**config.mk**
```make
export PLATFORM = sky130hd
export DESIGN_NAME = btse_core
export DESIGN_NICKNAME = d
export VERILOG_FILES = /design/src/shared/btse_pkg.sv /design/src/design/btse_addr_resolve.sv /design/src/design/btse_core.sv
export SDC_FILE = /design/constraint.sdc
export NUM_CORES = 1
export LEC_CHECK = 0
export ABC_AREA = 1
export BUFFER_PORTS_ARGS = -buffer_cell sky130_fd_sc_hd__buf_2
export CORE_AREA = 4 4 75 77
export CTS_BUF_LIST = sky130_fd_sc_hd__clkbuf_4
export CTS_CLUSTER_DIAMETER = 30
export CTS_CLUSTER_SIZE = 24
export DETAILED_ROUTE_END_ITERATION = 7
export DIE_AREA = 0 0 79 81
export GPL_TIMING_DRIVEN = 0
export PLACE_DENSITY = 0.89
export SLEW_MARGIN = 20
export SYNTH_ARGS = -nofsm -noshare
export SYNTH_HDL_FRONTEND = slang
export SYNTH_SLANG_ARGS = --single-unit
```
**constraint.sdc**
```tcl
create_clock -name clk -period 1.5 [get_ports clk]
set_input_delay 0.3 -clock clk [delete_from_list [all_inputs] [get_ports clk]]
set_output_delay 0.3 -clock clk [all_outputs]
set_load 0.05 [all_outputs]
```
**src/shared/btse_pkg.sv**
```systemverilog
package btse_pkg;
	// ****************************************
	// Opcode fields
	// ****************************************
	localparam int          OPC_MSB       = 15;
	localparam int          OPC_LSB       = 12;
	localparam int          BIT_MSB       = 11;
	localparam int          BIT_LSB       = 9;
	localparam int          ACC_POS       = 8;
	localparam int          FILE_MSB      = 7;
	localparam int          FILE_LSB      = 0;
	localparam logic [3:0]  OPC_SKIP_CLR  = 4'hb;
	localparam logic [3:0]  OPC_SKIP_SET  = 4'ha;
	localparam logic [15:0] NOP_WORD      = 16'h0000;
	// ****************************************
	// Addressing
	// ****************************************
	localparam logic [7:0]  IDX_LIMIT     = 8'h5f;
	localparam logic [7:0]  ACC_SPLIT     = 8'h60;
	localparam logic [3:0]  ACC_LOW_BANK  = 4'h0;
	localparam logic [3:0]  ACC_HIGH_BANK = 4'hf;
	// ****************************************
	// Reset values
	// ****************************************
	localparam logic [1:0]  PHASE_RST     = 2'h0;
	localparam logic [11:0] ADDR_RST      = 12'h000;

	typedef enum logic [1:0] {
		BTSE_Q1 = 2'b00,
		BTSE_Q2 = 2'b01,
		BTSE_Q3 = 2'b10,
		BTSE_Q4 = 2'b11
	} btse_phase_t;

	typedef enum logic [1:0] {
		BTSE_MODE_ACCESS  = 2'b00,
		BTSE_MODE_BANKED  = 2'b01,
		BTSE_MODE_INDEXED = 2'b10
	} btse_mode_t;
endpackage : btse_pkg

```
**src/design/btse_addr_resolve.sv**
```systemverilog
`timescale 1ns/1ps
module btse_addr_resolve (
	// Operand fields
	input  wire logic                  accessFlag,
	input  wire logic [7:0]            fileAddr,
	// Context
	input  wire logic [3:0]            bank_select_reg,
	input  wire logic                  extendedEn,
	input  wire logic [11:0]           indexBase,
	// Result
	output logic [11:0]                physAddr,
	output btse_pkg::btse_mode_t       addrMode
);
	wire idxHit  = ~accessFlag & extendedEn & (fileAddr <= btse_pkg::IDX_LIMIT);
	wire accLow  = fileAddr < btse_pkg::ACC_SPLIT;
	wire [3:0] accBank = accLow ? btse_pkg::ACC_LOW_BANK : btse_pkg::ACC_HIGH_BANK;
	wire [11:0] idxAddr = indexBase + {4'h0, fileAddr};

	// Indexed form wins over plain access bank only when extended set is on
	assign addrMode = idxHit ? btse_pkg::BTSE_MODE_INDEXED :
		(accessFlag ? btse_pkg::BTSE_MODE_BANKED : btse_pkg::BTSE_MODE_ACCESS);
	assign physAddr = idxHit ? idxAddr :
		(accessFlag ? {bank_select_reg, fileAddr} :
		{accBank, fileAddr});
endmodule : btse_addr_resolve

```
**src/design/btse_core.sv**
```systemverilog
`timescale 1ns/1ps
// Function
// - Skip-if-set variant skips the next instruction when the tested bit is one.
// - A taken skip replaces the fetched next instruction with a no-operation.
// - Access flag zero resolves the file operand in the fixed access bank.
// - Access flag one uses the bank select register to pick the bank.
// - Access zero with extended set: addresses up to 95 use indexed offset.
module btse_core (
	// Clock and reset
	input  wire logic        clk,
	input  wire logic        rst_b,
	// Instruction stream
	input  wire logic [15:0] instrWord,
	input  wire logic [15:0] nextWord,
	input  wire logic        instrValid,
	// Addressing context
	input  wire logic [3:0]  bank_select_reg,
	input  wire logic        extendedEn,
	input  wire logic [11:0] indexBase,
	// Data memory read port
	output logic [11:0]      memAddr,
	output logic             memRd,
	input  wire logic [7:0]  memData,
	// Results
	output logic [1:0]       phase,
	output logic             isBitTest,
	output logic [1:0]       addrMode,
	output logic             skipTaken,
	output logic [15:0]      execWord,
	output logic             busy
);
	// ****************************************
	// Decode
	// ****************************************
	function automatic logic [1:0] opClass(input logic [15:0] w);
		logic [3:0] op;
		op = w[btse_pkg::OPC_MSB:btse_pkg::OPC_LSB];
		opClass = {op == btse_pkg::OPC_SKIP_SET, op == btse_pkg::OPC_SKIP_CLR};
	endfunction : opClass

	btse_pkg::btse_phase_t phase_r, phase_nxt;
	logic [15:0]           instr_r;
	logic                  inTest_r;
	logic                  flush_r;
	logic [11:0]           addr_r;
	logic [1:0]            mode_r;
	logic                  rd_r;
	logic                  skip_r;
	logic [15:0]           exec_r;

	wire [1:0]  curClass  = opClass(instr_r);
	wire        curIsSet  = curClass[1];
	wire        curIsClr  = curClass[0];
	wire        newTest   = instrValid & (|opClass(instrWord));
	wire        accFlag   = instrWord[btse_pkg::ACC_POS];
	wire [7:0]  newFile   = instrWord[btse_pkg::FILE_MSB:btse_pkg::FILE_LSB];
	wire [2:0]  bitSel    = instr_r[btse_pkg::BIT_MSB:btse_pkg::BIT_LSB];
	wire [7:0]  bitHit;
	wire        testedBit = |bitHit;
	wire        skipNow   = (curIsSet & testedBit)
		| (curIsClr & ~testedBit);
	wire [11:0]           resAddr;
	btse_pkg::btse_mode_t resMode;

	// One lane per data bit; a one passes only on the selected lane
	for (genvar i = 0; i < 8; i++) begin : g_bitPick
		assign bitHit[i] = memData[i] & (bitSel == 3'(i));
	end

	btse_addr_resolve u_resolve (
		.accessFlag      (accFlag),
		.fileAddr        (newFile),
		.bank_select_reg (bank_select_reg),
		.extendedEn      (extendedEn),
		.indexBase       (indexBase),
		.physAddr        (resAddr),
		.addrMode        (resMode)
	);

	// ****************************************
	// Phase sequencer
	// ****************************************
	always_comb begin
		unique case (phase_r)
			btse_pkg::BTSE_Q1: phase_nxt = btse_pkg::BTSE_Q2;
			btse_pkg::BTSE_Q2: phase_nxt = btse_pkg::BTSE_Q3;
			btse_pkg::BTSE_Q3: phase_nxt = btse_pkg::BTSE_Q4;
			btse_pkg::BTSE_Q4: phase_nxt = btse_pkg::BTSE_Q1;
		endcase
	end

	wire atQ1 = phase_r == btse_pkg::BTSE_Q1;
	wire atQ2 = phase_r == btse_pkg::BTSE_Q2;
	wire atQ3 = phase_r == btse_pkg::BTSE_Q3;
	wire atQ4 = phase_r == btse_pkg::BTSE_Q4;

	wire rdNxt    = atQ1 & inTest_r;
	wire skipNxt  = atQ3 & inTest_r & skipNow;
	wire flushNxt = inTest_r & skipNow;

	always_ff @(posedge clk or negedge rst_b) begin
		if (!rst_b) begin
			phase_r <= btse_pkg::BTSE_Q1;
		end else begin
			phase_r <= phase_nxt;
		end
	end

	// ****************************************
	// Elaboration checks
	// ****************************************
	// Decoder assumes a four-bit opcode at the top of a 16-bit word
	if (btse_pkg::OPC_MSB != 15 || btse_pkg::OPC_MSB - btse_pkg::OPC_LSB != 3) begin : g_badOpcode
		$error("Opcode field must be the top four bits of the word");
	end
	if (btse_pkg::BIT_MSB - btse_pkg::BIT_LSB != 2) begin : g_badBitField
		$error("Bit index field must be three bits wide");
	end
	if (btse_pkg::FILE_MSB - btse_pkg::FILE_LSB != 7) begin : g_badFileField
		$error("File address field must be eight bits wide");
	end
	// Both variants share one decoder, so their codes must differ
	if (btse_pkg::OPC_SKIP_SET == btse_pkg::OPC_SKIP_CLR) begin : g_badVariants
		$error("Skip variants need distinct opcodes");
	end
	// Indexed window must sit below the access bank split
	if (btse_pkg::IDX_LIMIT >= btse_pkg::ACC_SPLIT) begin : g_badSplit
		$error("Indexed window overlaps the upper access bank");
	end

	// ****************************************
	// Execute
	// ****************************************
	// Instruction latched at the Q4 edge; memory read issued in Q2, sampled in Q3
	always_ff @(posedge clk or negedge rst_b) begin
		if (!rst_b) begin
			instr_r <= btse_pkg::NOP_WORD;
		end else if (atQ4) begin
			// A flushed slot never starts a test of its own
			instr_r <= flush_r ? btse_pkg::NOP_WORD : instrWord;
		end
	end

	always_ff @(posedge clk or negedge rst_b) begin
		if (!rst_b) begin
			inTest_r <= 1'b0;
		end else if (atQ4) begin
			inTest_r <= newTest & ~flush_r;
		end
	end

	// Resolved from the incoming word so the Q2 read needs no extra clock
	always_ff @(posedge clk or negedge rst_b) begin
		if (!rst_b) begin
			addr_r <= btse_pkg::ADDR_RST;
		end else if (atQ4) begin
			addr_r <= resAddr;
		end
	end

	always_ff @(posedge clk or negedge rst_b) begin
		if (!rst_b) begin
			mode_r <= btse_pkg::BTSE_MODE_ACCESS;
		end else if (atQ4) begin
			mode_r <= resMode;
		end
	end

	// Read strobe covers Q2 only
	always_ff @(posedge clk or negedge rst_b) begin
		if (!rst_b) begin
			rd_r <= 1'b0;
		end else begin
			rd_r <= rdNxt;
		end
	end

	// ****************************************
	// Skip and flush
	// ****************************************
	// One-clock pulse through Q4 of the test slot
	always_ff @(posedge clk or negedge rst_b) begin
		if (!rst_b) begin
			skip_r <= 1'b0;
		end else begin
			skip_r <= skipNxt;
		end
	end

	// Flag lives from the Q3 decision until the flushed slot's own Q3
	always_ff @(posedge clk or negedge rst_b) begin
		if (!rst_b) begin
			flush_r <= 1'b0;
		end else if (atQ3) begin
			flush_r <= flushNxt;
		end
	end

	// Word handed on to the rest of the core; NOP in place of the skipped one
	always_ff @(posedge clk or negedge rst_b) begin
		if (!rst_b) begin
			exec_r <= btse_pkg::NOP_WORD;
		end else if (atQ4) begin
			exec_r <= flush_r ? btse_pkg::NOP_WORD : nextWord;
		end
	end

	// ****************************************
	// Outputs
	// ****************************************
	assign phase     = phase_r;
	assign isBitTest = inTest_r;
	assign addrMode  = mode_r;
	assign memAddr   = addr_r;
	assign memRd     = rd_r;
	assign skipTaken = skip_r;
	assign execWord  = exec_r;
	assign busy      = flush_r;
endmodule : btse_core

```
# Yosys cells after proc, flatten, opt, wreduce, memory -nomap -nowiden
# Index checks and enable logic that the tools add are counted.
dict set report totals {
  reg_bits 52
}
dict set report op_classes {
  n_bitwise 22
  eq_ne 14
  addsub 1
  mux 8
  reduce_logical 4
  order_cmp 2
}
# cell n
set ops {}
lappend ops {{16-bit 2-to-1 mux} 2}
lappend ops {{12-bit 2-to-1 mux} 2}
lappend ops {{1-bit bitwise AND} 18}
lappend ops {{4-bit == test, second input constant} 4}
lappend ops {{12-bit by 8-bit adder with 12-bit output} 1}
lappend ops {{3-bit == test, second input constant} 4}
lappend ops {{8-bit by 7-bit less-or-equal comparator with 1-bit output, second input constant} 1}
lappend ops {{8-bit by 7-bit less-than comparator with 1-bit output, second input constant} 1}
lappend ops {{2-bit case mux with 4 select lines} 1}
lappend ops {{8-bit OR reduction} 1}
lappend ops {{3-bit by 2-bit == test with 1-bit output, second input constant} 2}
lappend ops {{2-bit == test, second input constant} 2}
lappend ops {{4-bit 2-to-1 mux} 1}
lappend ops {{3-bit by 1-bit == test with 1-bit output, second input constant} 1}
lappend ops {{3-bit zero test} 1}
lappend ops {{1-bit NOT} 3}
lappend ops {{2-bit by 1-bit == test with 1-bit output, second input constant} 1}
lappend ops {{2-bit zero test} 1}
lappend ops {{2-bit 2-to-1 mux} 1}
lappend ops {{2-bit OR reduction} 1}
lappend ops {{1-bit 2-to-1 mux} 1}
lappend ops {{1-bit OR} 1}

# Depth between registers and ports, before layout
dict set report depth {
  ltp_word 7
  mapped_depth 10
  depth_no_buf 10
}

# Hierarchy
# From an unflattened synthesis, not the netlist that was laid out.
dict set report unflattened {
  cells_unflattened 317
  hier_area_um2 2506.2
}
# mod instances seq_area_each_um2 area_each_um2 cells_each
set modules_own_cells {}
lappend modules_own_cells {btse_core 1 1076.0 1755.4 173}
lappend modules_own_cells {btse_addr_resolve 1 0.0 750.7 144}

# Worst setup path before layout
# No wires, ideal clock.
dict set report synth_path {
  kind {reg-to-reg}
  from {reg phase_r[1], in the netlist phase[1]}
  to {reg exec_r[10], in the netlist execWord[10]}
  slack_ns -0.102
  stages_incl_launch_ff 5
  period_less_slack_ns 1.602
  required_ns 1.379
  arrival_time_ns 1.481
  n_path_buf 1
  path_cell_list {dfrtp_1 -> ha_1 -> inv_2 -> clkbuf_1 -> a22o_1}
}
dict set report synth_via {
  elab_chain_len 1
}
# item line_no
set synth_lines {}
lappend synth_lines {{start: declaration} btse_core.sv:41} ;# btse_pkg::btse_phase_t phase_r, phase_nxt;
lappend synth_lines {{start signal: assignment} btse_core.sv:103} ;# phase_r <= btse_pkg::BTSE_Q1;
lappend synth_lines {{start signal: assignment} btse_core.sv:105} ;# phase_r <= phase_nxt;
lappend synth_lines {{2-bit == test} btse_core.sv:95} ;# wire atQ4 = phase_r == btse_pkg::BTSE_Q4;
lappend synth_lines {{end signal: assignment} btse_core.sv:202} ;# exec_r <= btse_pkg::NOP_WORD;
lappend synth_lines {{end signal: assignment} btse_core.sv:204} ;# exec_r <= flush_r ? btse_pkg::NOP_WORD : nextWord;
lappend synth_lines {{end: declaration} btse_core.sv:49} ;# logic [15:0] exec_r;
# Every way passes these cells.
# A chain may end at the register's enable or synchronous reset.

# Worst setup path in the final report
dict set report layout_path {
  from {reg flush_r, in the netlist busy}
  to {out busy}
}
# item line_no
set layout_lines {}
lappend layout_lines {{start: declaration} btse_core.sv:44} ;# logic flush_r;
lappend layout_lines {{start signal: assignment} btse_core.sv:195} ;# flush_r <= flushNxt;
lappend layout_lines {{end: declaration} btse_core.sv:30} ;# output logic busy
# No word-level cell between the ends.

==> impl_results.html <==
<table>
<tr><th>Metric</th><th>Value</th></tr>
<tr><th colspan="2">Run status</th></tr>
<tr><td>Outcome</td><td>finished, final reports clean</td></tr>
<tr><th colspan="2">STA</th></tr>
<tr><td>Final worst setup slack</td><td>0.0827 ns</td></tr>
<tr><td>Slew margin rel.</td><td>37.9%</td></tr>
<tr><td>Worst Tran Pin Value</td><td>0.931 ns</td></tr>
<tr><td>Final Cycle Share</td><td>94.5%</td></tr>
<tr><td>Clock period minus worst slack</td><td>1.42 ns</td></tr>
<tr><td>Final total negative setup slack</td><td>0 ns</td></tr>
<tr><td>Setup violators final</td><td>0</td></tr>
<tr><td>Unrepaired setup endpoints after global routing</td><td>false</td></tr>
<tr><td>Max frequency</td><td>0.706 GHz</td></tr>
<tr><td>Final hold slack</td><td>0.0595 ns</td></tr>
<tr><td>Fin. Hold Viols</td><td>0</td></tr>
<tr><td>Max-slew violation total from the final report</td><td>0</td></tr>
<tr><td>Worst clock skew on the final layout</td><td>0.0127 ns</td></tr>
<tr><th colspan="2">Logic synthesis</th></tr>
<tr><td>Area share of the largest cell type after synthesis</td><td>45.1%</td></tr>
<tr><td>Number of storage elements in the synthesis netlist</td><td>43</td></tr>
<tr><td>Library cell occupying the most area in the post-synthesis netlist</td><td>dfrtp_1</td></tr>
<tr><td>Sequential share of the synthesized area</td><td>45.1%</td></tr>
<tr><td>Post-synthesis cell type count</td><td>31</td></tr>
<tr><td>Average instance area after synthesis</td><td>8.41 um2</td></tr>
<tr><td>Number of standard cells after synthesis</td><td>284</td></tr>
<tr><td>Synth Net Count</td><td>357</td></tr>
<tr><td>Combined area of all synthesized cells</td><td>2390 um2</td></tr>
<tr><td>Ys Warns</td><td>0</td></tr>
<tr><td>Ranking of synthesized cells by area</td><td>dfrtp_1 45%, nand2_1 10%, ha_1 6.3%</td></tr>
<tr><th colspan="2">Worst setup path</th></tr>
<tr><td>Worst endpoint data arrival time</td><td>1.12 ns</td></tr>
<tr><td>Slack of the worst reg-to-reg path</td><td>0.16 ns</td></tr>
<tr><td>Delay of the slowest critical-path stage</td><td>0.46 ns</td></tr>
<tr><td>End of the worst register-to-register path</td><td>execWord[4]$_DFFE_PN0N_</td></tr>
<tr><td>Endpoint type of the worst setup path</td><td>primary output</td></tr>
<tr><td>Data required time at the worst endpoint</td><td>1.20 ns</td></tr>
<tr><td>Crit-path cells</td><td>buf_2</td></tr>
<tr><td>Startpoint types</td><td>register</td></tr>
<tr><td>Timing startpoint of the critical path</td><td>busy$_DFFE_PN0P_</td></tr>
<tr><td>R2r worst-path depth</td><td>5</td></tr>
<tr><td>Crit-path slowest cell</td><td>dfrtp_1</td></tr>
<tr><td>Combined buffer and inverter count along the critical path</td><td>1</td></tr>
<tr><td>Type of the worst setup path</td><td>reg -&gt; out</td></tr>
<tr><td>Top Family by Delay on Critical Path</td><td>flip-flops</td></tr>
<tr><td>Reg-to-Reg Start</td><td>phase[1]$_DFF_PN0_</td></tr>
<tr><td>Maximum fanout along the worst path</td><td>3</td></tr>
<tr><th colspan="2">Detailed routing</th></tr>
<tr><td>Drt pass-1 iters</td><td>4</td></tr>
<tr><td>DRC violations left</td><td>0</td></tr>
<tr><td>Vias per cell</td><td>5.11</td></tr>
<tr><td>DRC violation total after the first TritonRoute iteration</td><td>118</td></tr>
<tr><td>Post-DR wirelength/cell</td><td>13.5 um</td></tr>
<tr><td>Post-detailed-route count of antenna-violating nets</td><td>0</td></tr>
<tr><td>Total Wirelength</td><td>6150 um</td></tr>
<tr><td>Vias after detailed routing</td><td>2336</td></tr>
<tr><th colspan="2">Placed design</th></tr>
<tr><td>Buffers added on ports</td><td>95</td></tr>
<tr><td>Total half-perimeter wirelength after legalization and detailed placement</td><td>4950 um</td></tr>
<tr><td>Routability cong.</td><td>0.919</td></tr>
<tr><td>Total placed instance area</td><td>2950 um2</td></tr>
<tr><td>Total instance count after detailed placement</td><td>449</td></tr>
<tr><td>Worst setup slack before clock tree synthesis</td><td>-0.296 ns</td></tr>
<tr><th colspan="2">Pwr</th></tr>
<tr><td>Maximum vdd drop</td><td>0.434 mV</td></tr>
<tr><td>Static leakage</td><td>1.65 nW</td></tr>
<tr><td>Power per cell area</td><td>865 nW/um2</td></tr>
<tr><td>Post-layout total power</td><td>2.64 mW</td></tr>
<tr><th colspan="2">Final layout</th></tr>
<tr><td>Signed area change from the synthesized netlist to the final layout</td><td>28.1%</td></tr>
<tr><td>Inserted Diodes</td><td>0</td></tr>
<tr><td>Share of final-layout standard cells stronger than drive strength 1</td><td>34.9%</td></tr>
<tr><td>Final Instance Area</td><td>3060 um2</td></tr>
<tr><td>Net count, final</td><td>459</td></tr>
<tr><td>Post-route core utilization</td><td>61.0%</td></tr>
<tr><td>Cell Count, Final, Fillers Out</td><td>457</td></tr>
<tr><th colspan="2">Global routing</th></tr>
<tr><td>Total gr overflow</td><td>0</td></tr>
<tr><td>First-pass GRT wire length</td><td>9960 um</td></tr>
<tr><td>Overall fraction of global-route tracks in use</td><td>19.6%</td></tr>
<tr><td>Number of global-route vias before repair</td><td>2236</td></tr>
<tr><td>Number of antenna violations at the first check in global routing</td><td>0</td></tr>
<tr><td>Largest net degree at the start of global routing</td><td>44</td></tr>
<tr><th colspan="2">Run</th></tr>
<tr><td>Maximum Capacitance Violations</td><td>0</td></tr>
<tr><th colspan="2">CTS</th></tr>
<tr><td>Root Buffer Master</td><td>clkbuf_4</td></tr>
<tr><td>Clock latency of the later-clocked register in the worst-skew pair</td><td>0.36 ns</td></tr>
<tr><td>CTS Hold Bufs</td><td>0</td></tr>
<tr><td>Number of buffers added by the clock tree synthesis step</td><td>5</td></tr>
<tr><td>Clock tree from TritonCTS</td><td>done</td></tr>
<tr><td>Clock transition time at the flip-flop clock pins of the worst setup and hold paths</td><td>0.13 ns</td></tr>
<tr><td>Resize count post-CTS</td><td>4</td></tr>
<tr><td>Max clock buf depth</td><td>2</td></tr>
<tr><td># clock sinks</td><td>43</td></tr>
<tr><td>Count of H-tree levels built during CTS</td><td>2</td></tr>
<tr><td>Post-CTS setup buffer count</td><td>0</td></tr>
<tr><th colspan="2">Floorplanning</th></tr>
<tr><td># IOs</td><td>96</td></tr>
<tr><td>Total core area</td><td>5010 um2</td></tr>
<tr><td>Die Span X</td><td>79 um</td></tr>
<tr><td>Initial cell density of the core</td><td>47.7%</td></tr>
<tr><td>Die outline area</td><td>6400 um2</td></tr>
<tr><td>Die Span Y</td><td>81 um</td></tr>
<tr><td>Standard-cell rows</td><td>26</td></tr>
<tr><th colspan="2">Hold path</th></tr>
<tr><td>Worst hold path class</td><td>in -&gt; async</td></tr>
</table>
## sequential cells by signal (all words and copies together) (netlist names)
| signal | count |
|---|---|
| addrMode | 2 |
| busy | 1 |
| execWord | 16 |
| instr_r | 7 |
| isBitTest | 1 |
| memAddr | 12 |
| memRd | 1 |
| phase | 2 |
| skipTaken | 1 |
## per-layer routing
layer	track usage [%]	vias up	routed length, um	part of all wire [%]
met5	0	-	0	0
met4	6.36	0	87	1.4
met3	3.55	8	463	7.5
met2	34.6	100	2960	48
met1	24.4	1085	2640	43
li1	-	1143	-	-
## worst max path at each step
stage / endpoint / slack (ns) / cells after the start
final: busy / 0.08 / 1
after global routing: busy / 0.03 / 1
after CTS: memAddr[11]$_DFFE_PN0N_ / 0.007 / 4
after detailed placement: memAddr[6]$_DFFE_PN0N_ / -0.30 / 11
after global placement: memAddr[6]$_DFFE_PN0N_ / -0.25 / 11
after floorplan: memAddr[6]$_DFFE_PN0N_ / 0.002 / 10
## report_power, final
part           total (mW)  internal (mW)  switching [mW]
logic               0.661          0.213           0.448
clock network       0.727          0.351           0.376
registers            1.26           1.22          0.0339
total                2.64           1.79           0.858
## cell type report
cell class | count | area [um2]
Timing Repair Buffer | 95 | 475
Sequential cell | 43 | 1080
Clock inverter | 3 | 43.8
Tap cell | 70 | 87.6
Inverter | 36 | 138
Fill cell | 460 | 1950
Clock buffer | 5 | 37.5
Multi-Input combinational cell | 198 | 1150
Buffer | 7 | 42.5
## synth_stat cells
master	count
a21boi_1	1
a21oi_1	13
a21oi_2	3
a22o_1	17
buf_2	2
buf_4	2
clkbuf_1	3
dfrtp_1	43
fa_1	1
ha_1	12
inv_1	32
inv_2	4
nand2_1	65
nand2_2	4
nand3_1	16
nand3b_1	3
nand4_1	4
nor2_1	20
nor2_2	5
nor2_4	1
nor3_1	1
nor3_4	1
o211ai_1	3
o21ai_0	16
o21ai_1	4
o21ai_2	2
o21bai_1	1
o22ai_1	1
or2_2	1
xnor2_1	2
xor2_1	1
## cell usage in the layout (no fill, tap or decap), types with 2 or more instances in the layout
cell      count
buf_2        97
nand2_1      65
dfrtp_1      41
inv_1        32
nor2_1       20
a22o_1       17
o21ai_0      16
nand3_1      16
a21oi_1      13
ha_1         11
clkbuf_4      6
nor2_2        5
nand2_2       4
nand4_1       4
o21ai_1       4
o211ai_1      3
a21oi_2       3
nand3b_1      3
inv_2         3
buf_4         2
clkbuf_2      2
o21ai_2       2
xnor2_1       2
dfrtp_2       2
## logic make-up after synthesis
group           synth area share [%]
compound gates                  16.8
flops                           45.1
buf+inv                         7.18
fa+ha+maj                       7.13
simple gates                    22.7
xor+xnor                        1.10
(Power assumes the default switching activity.)
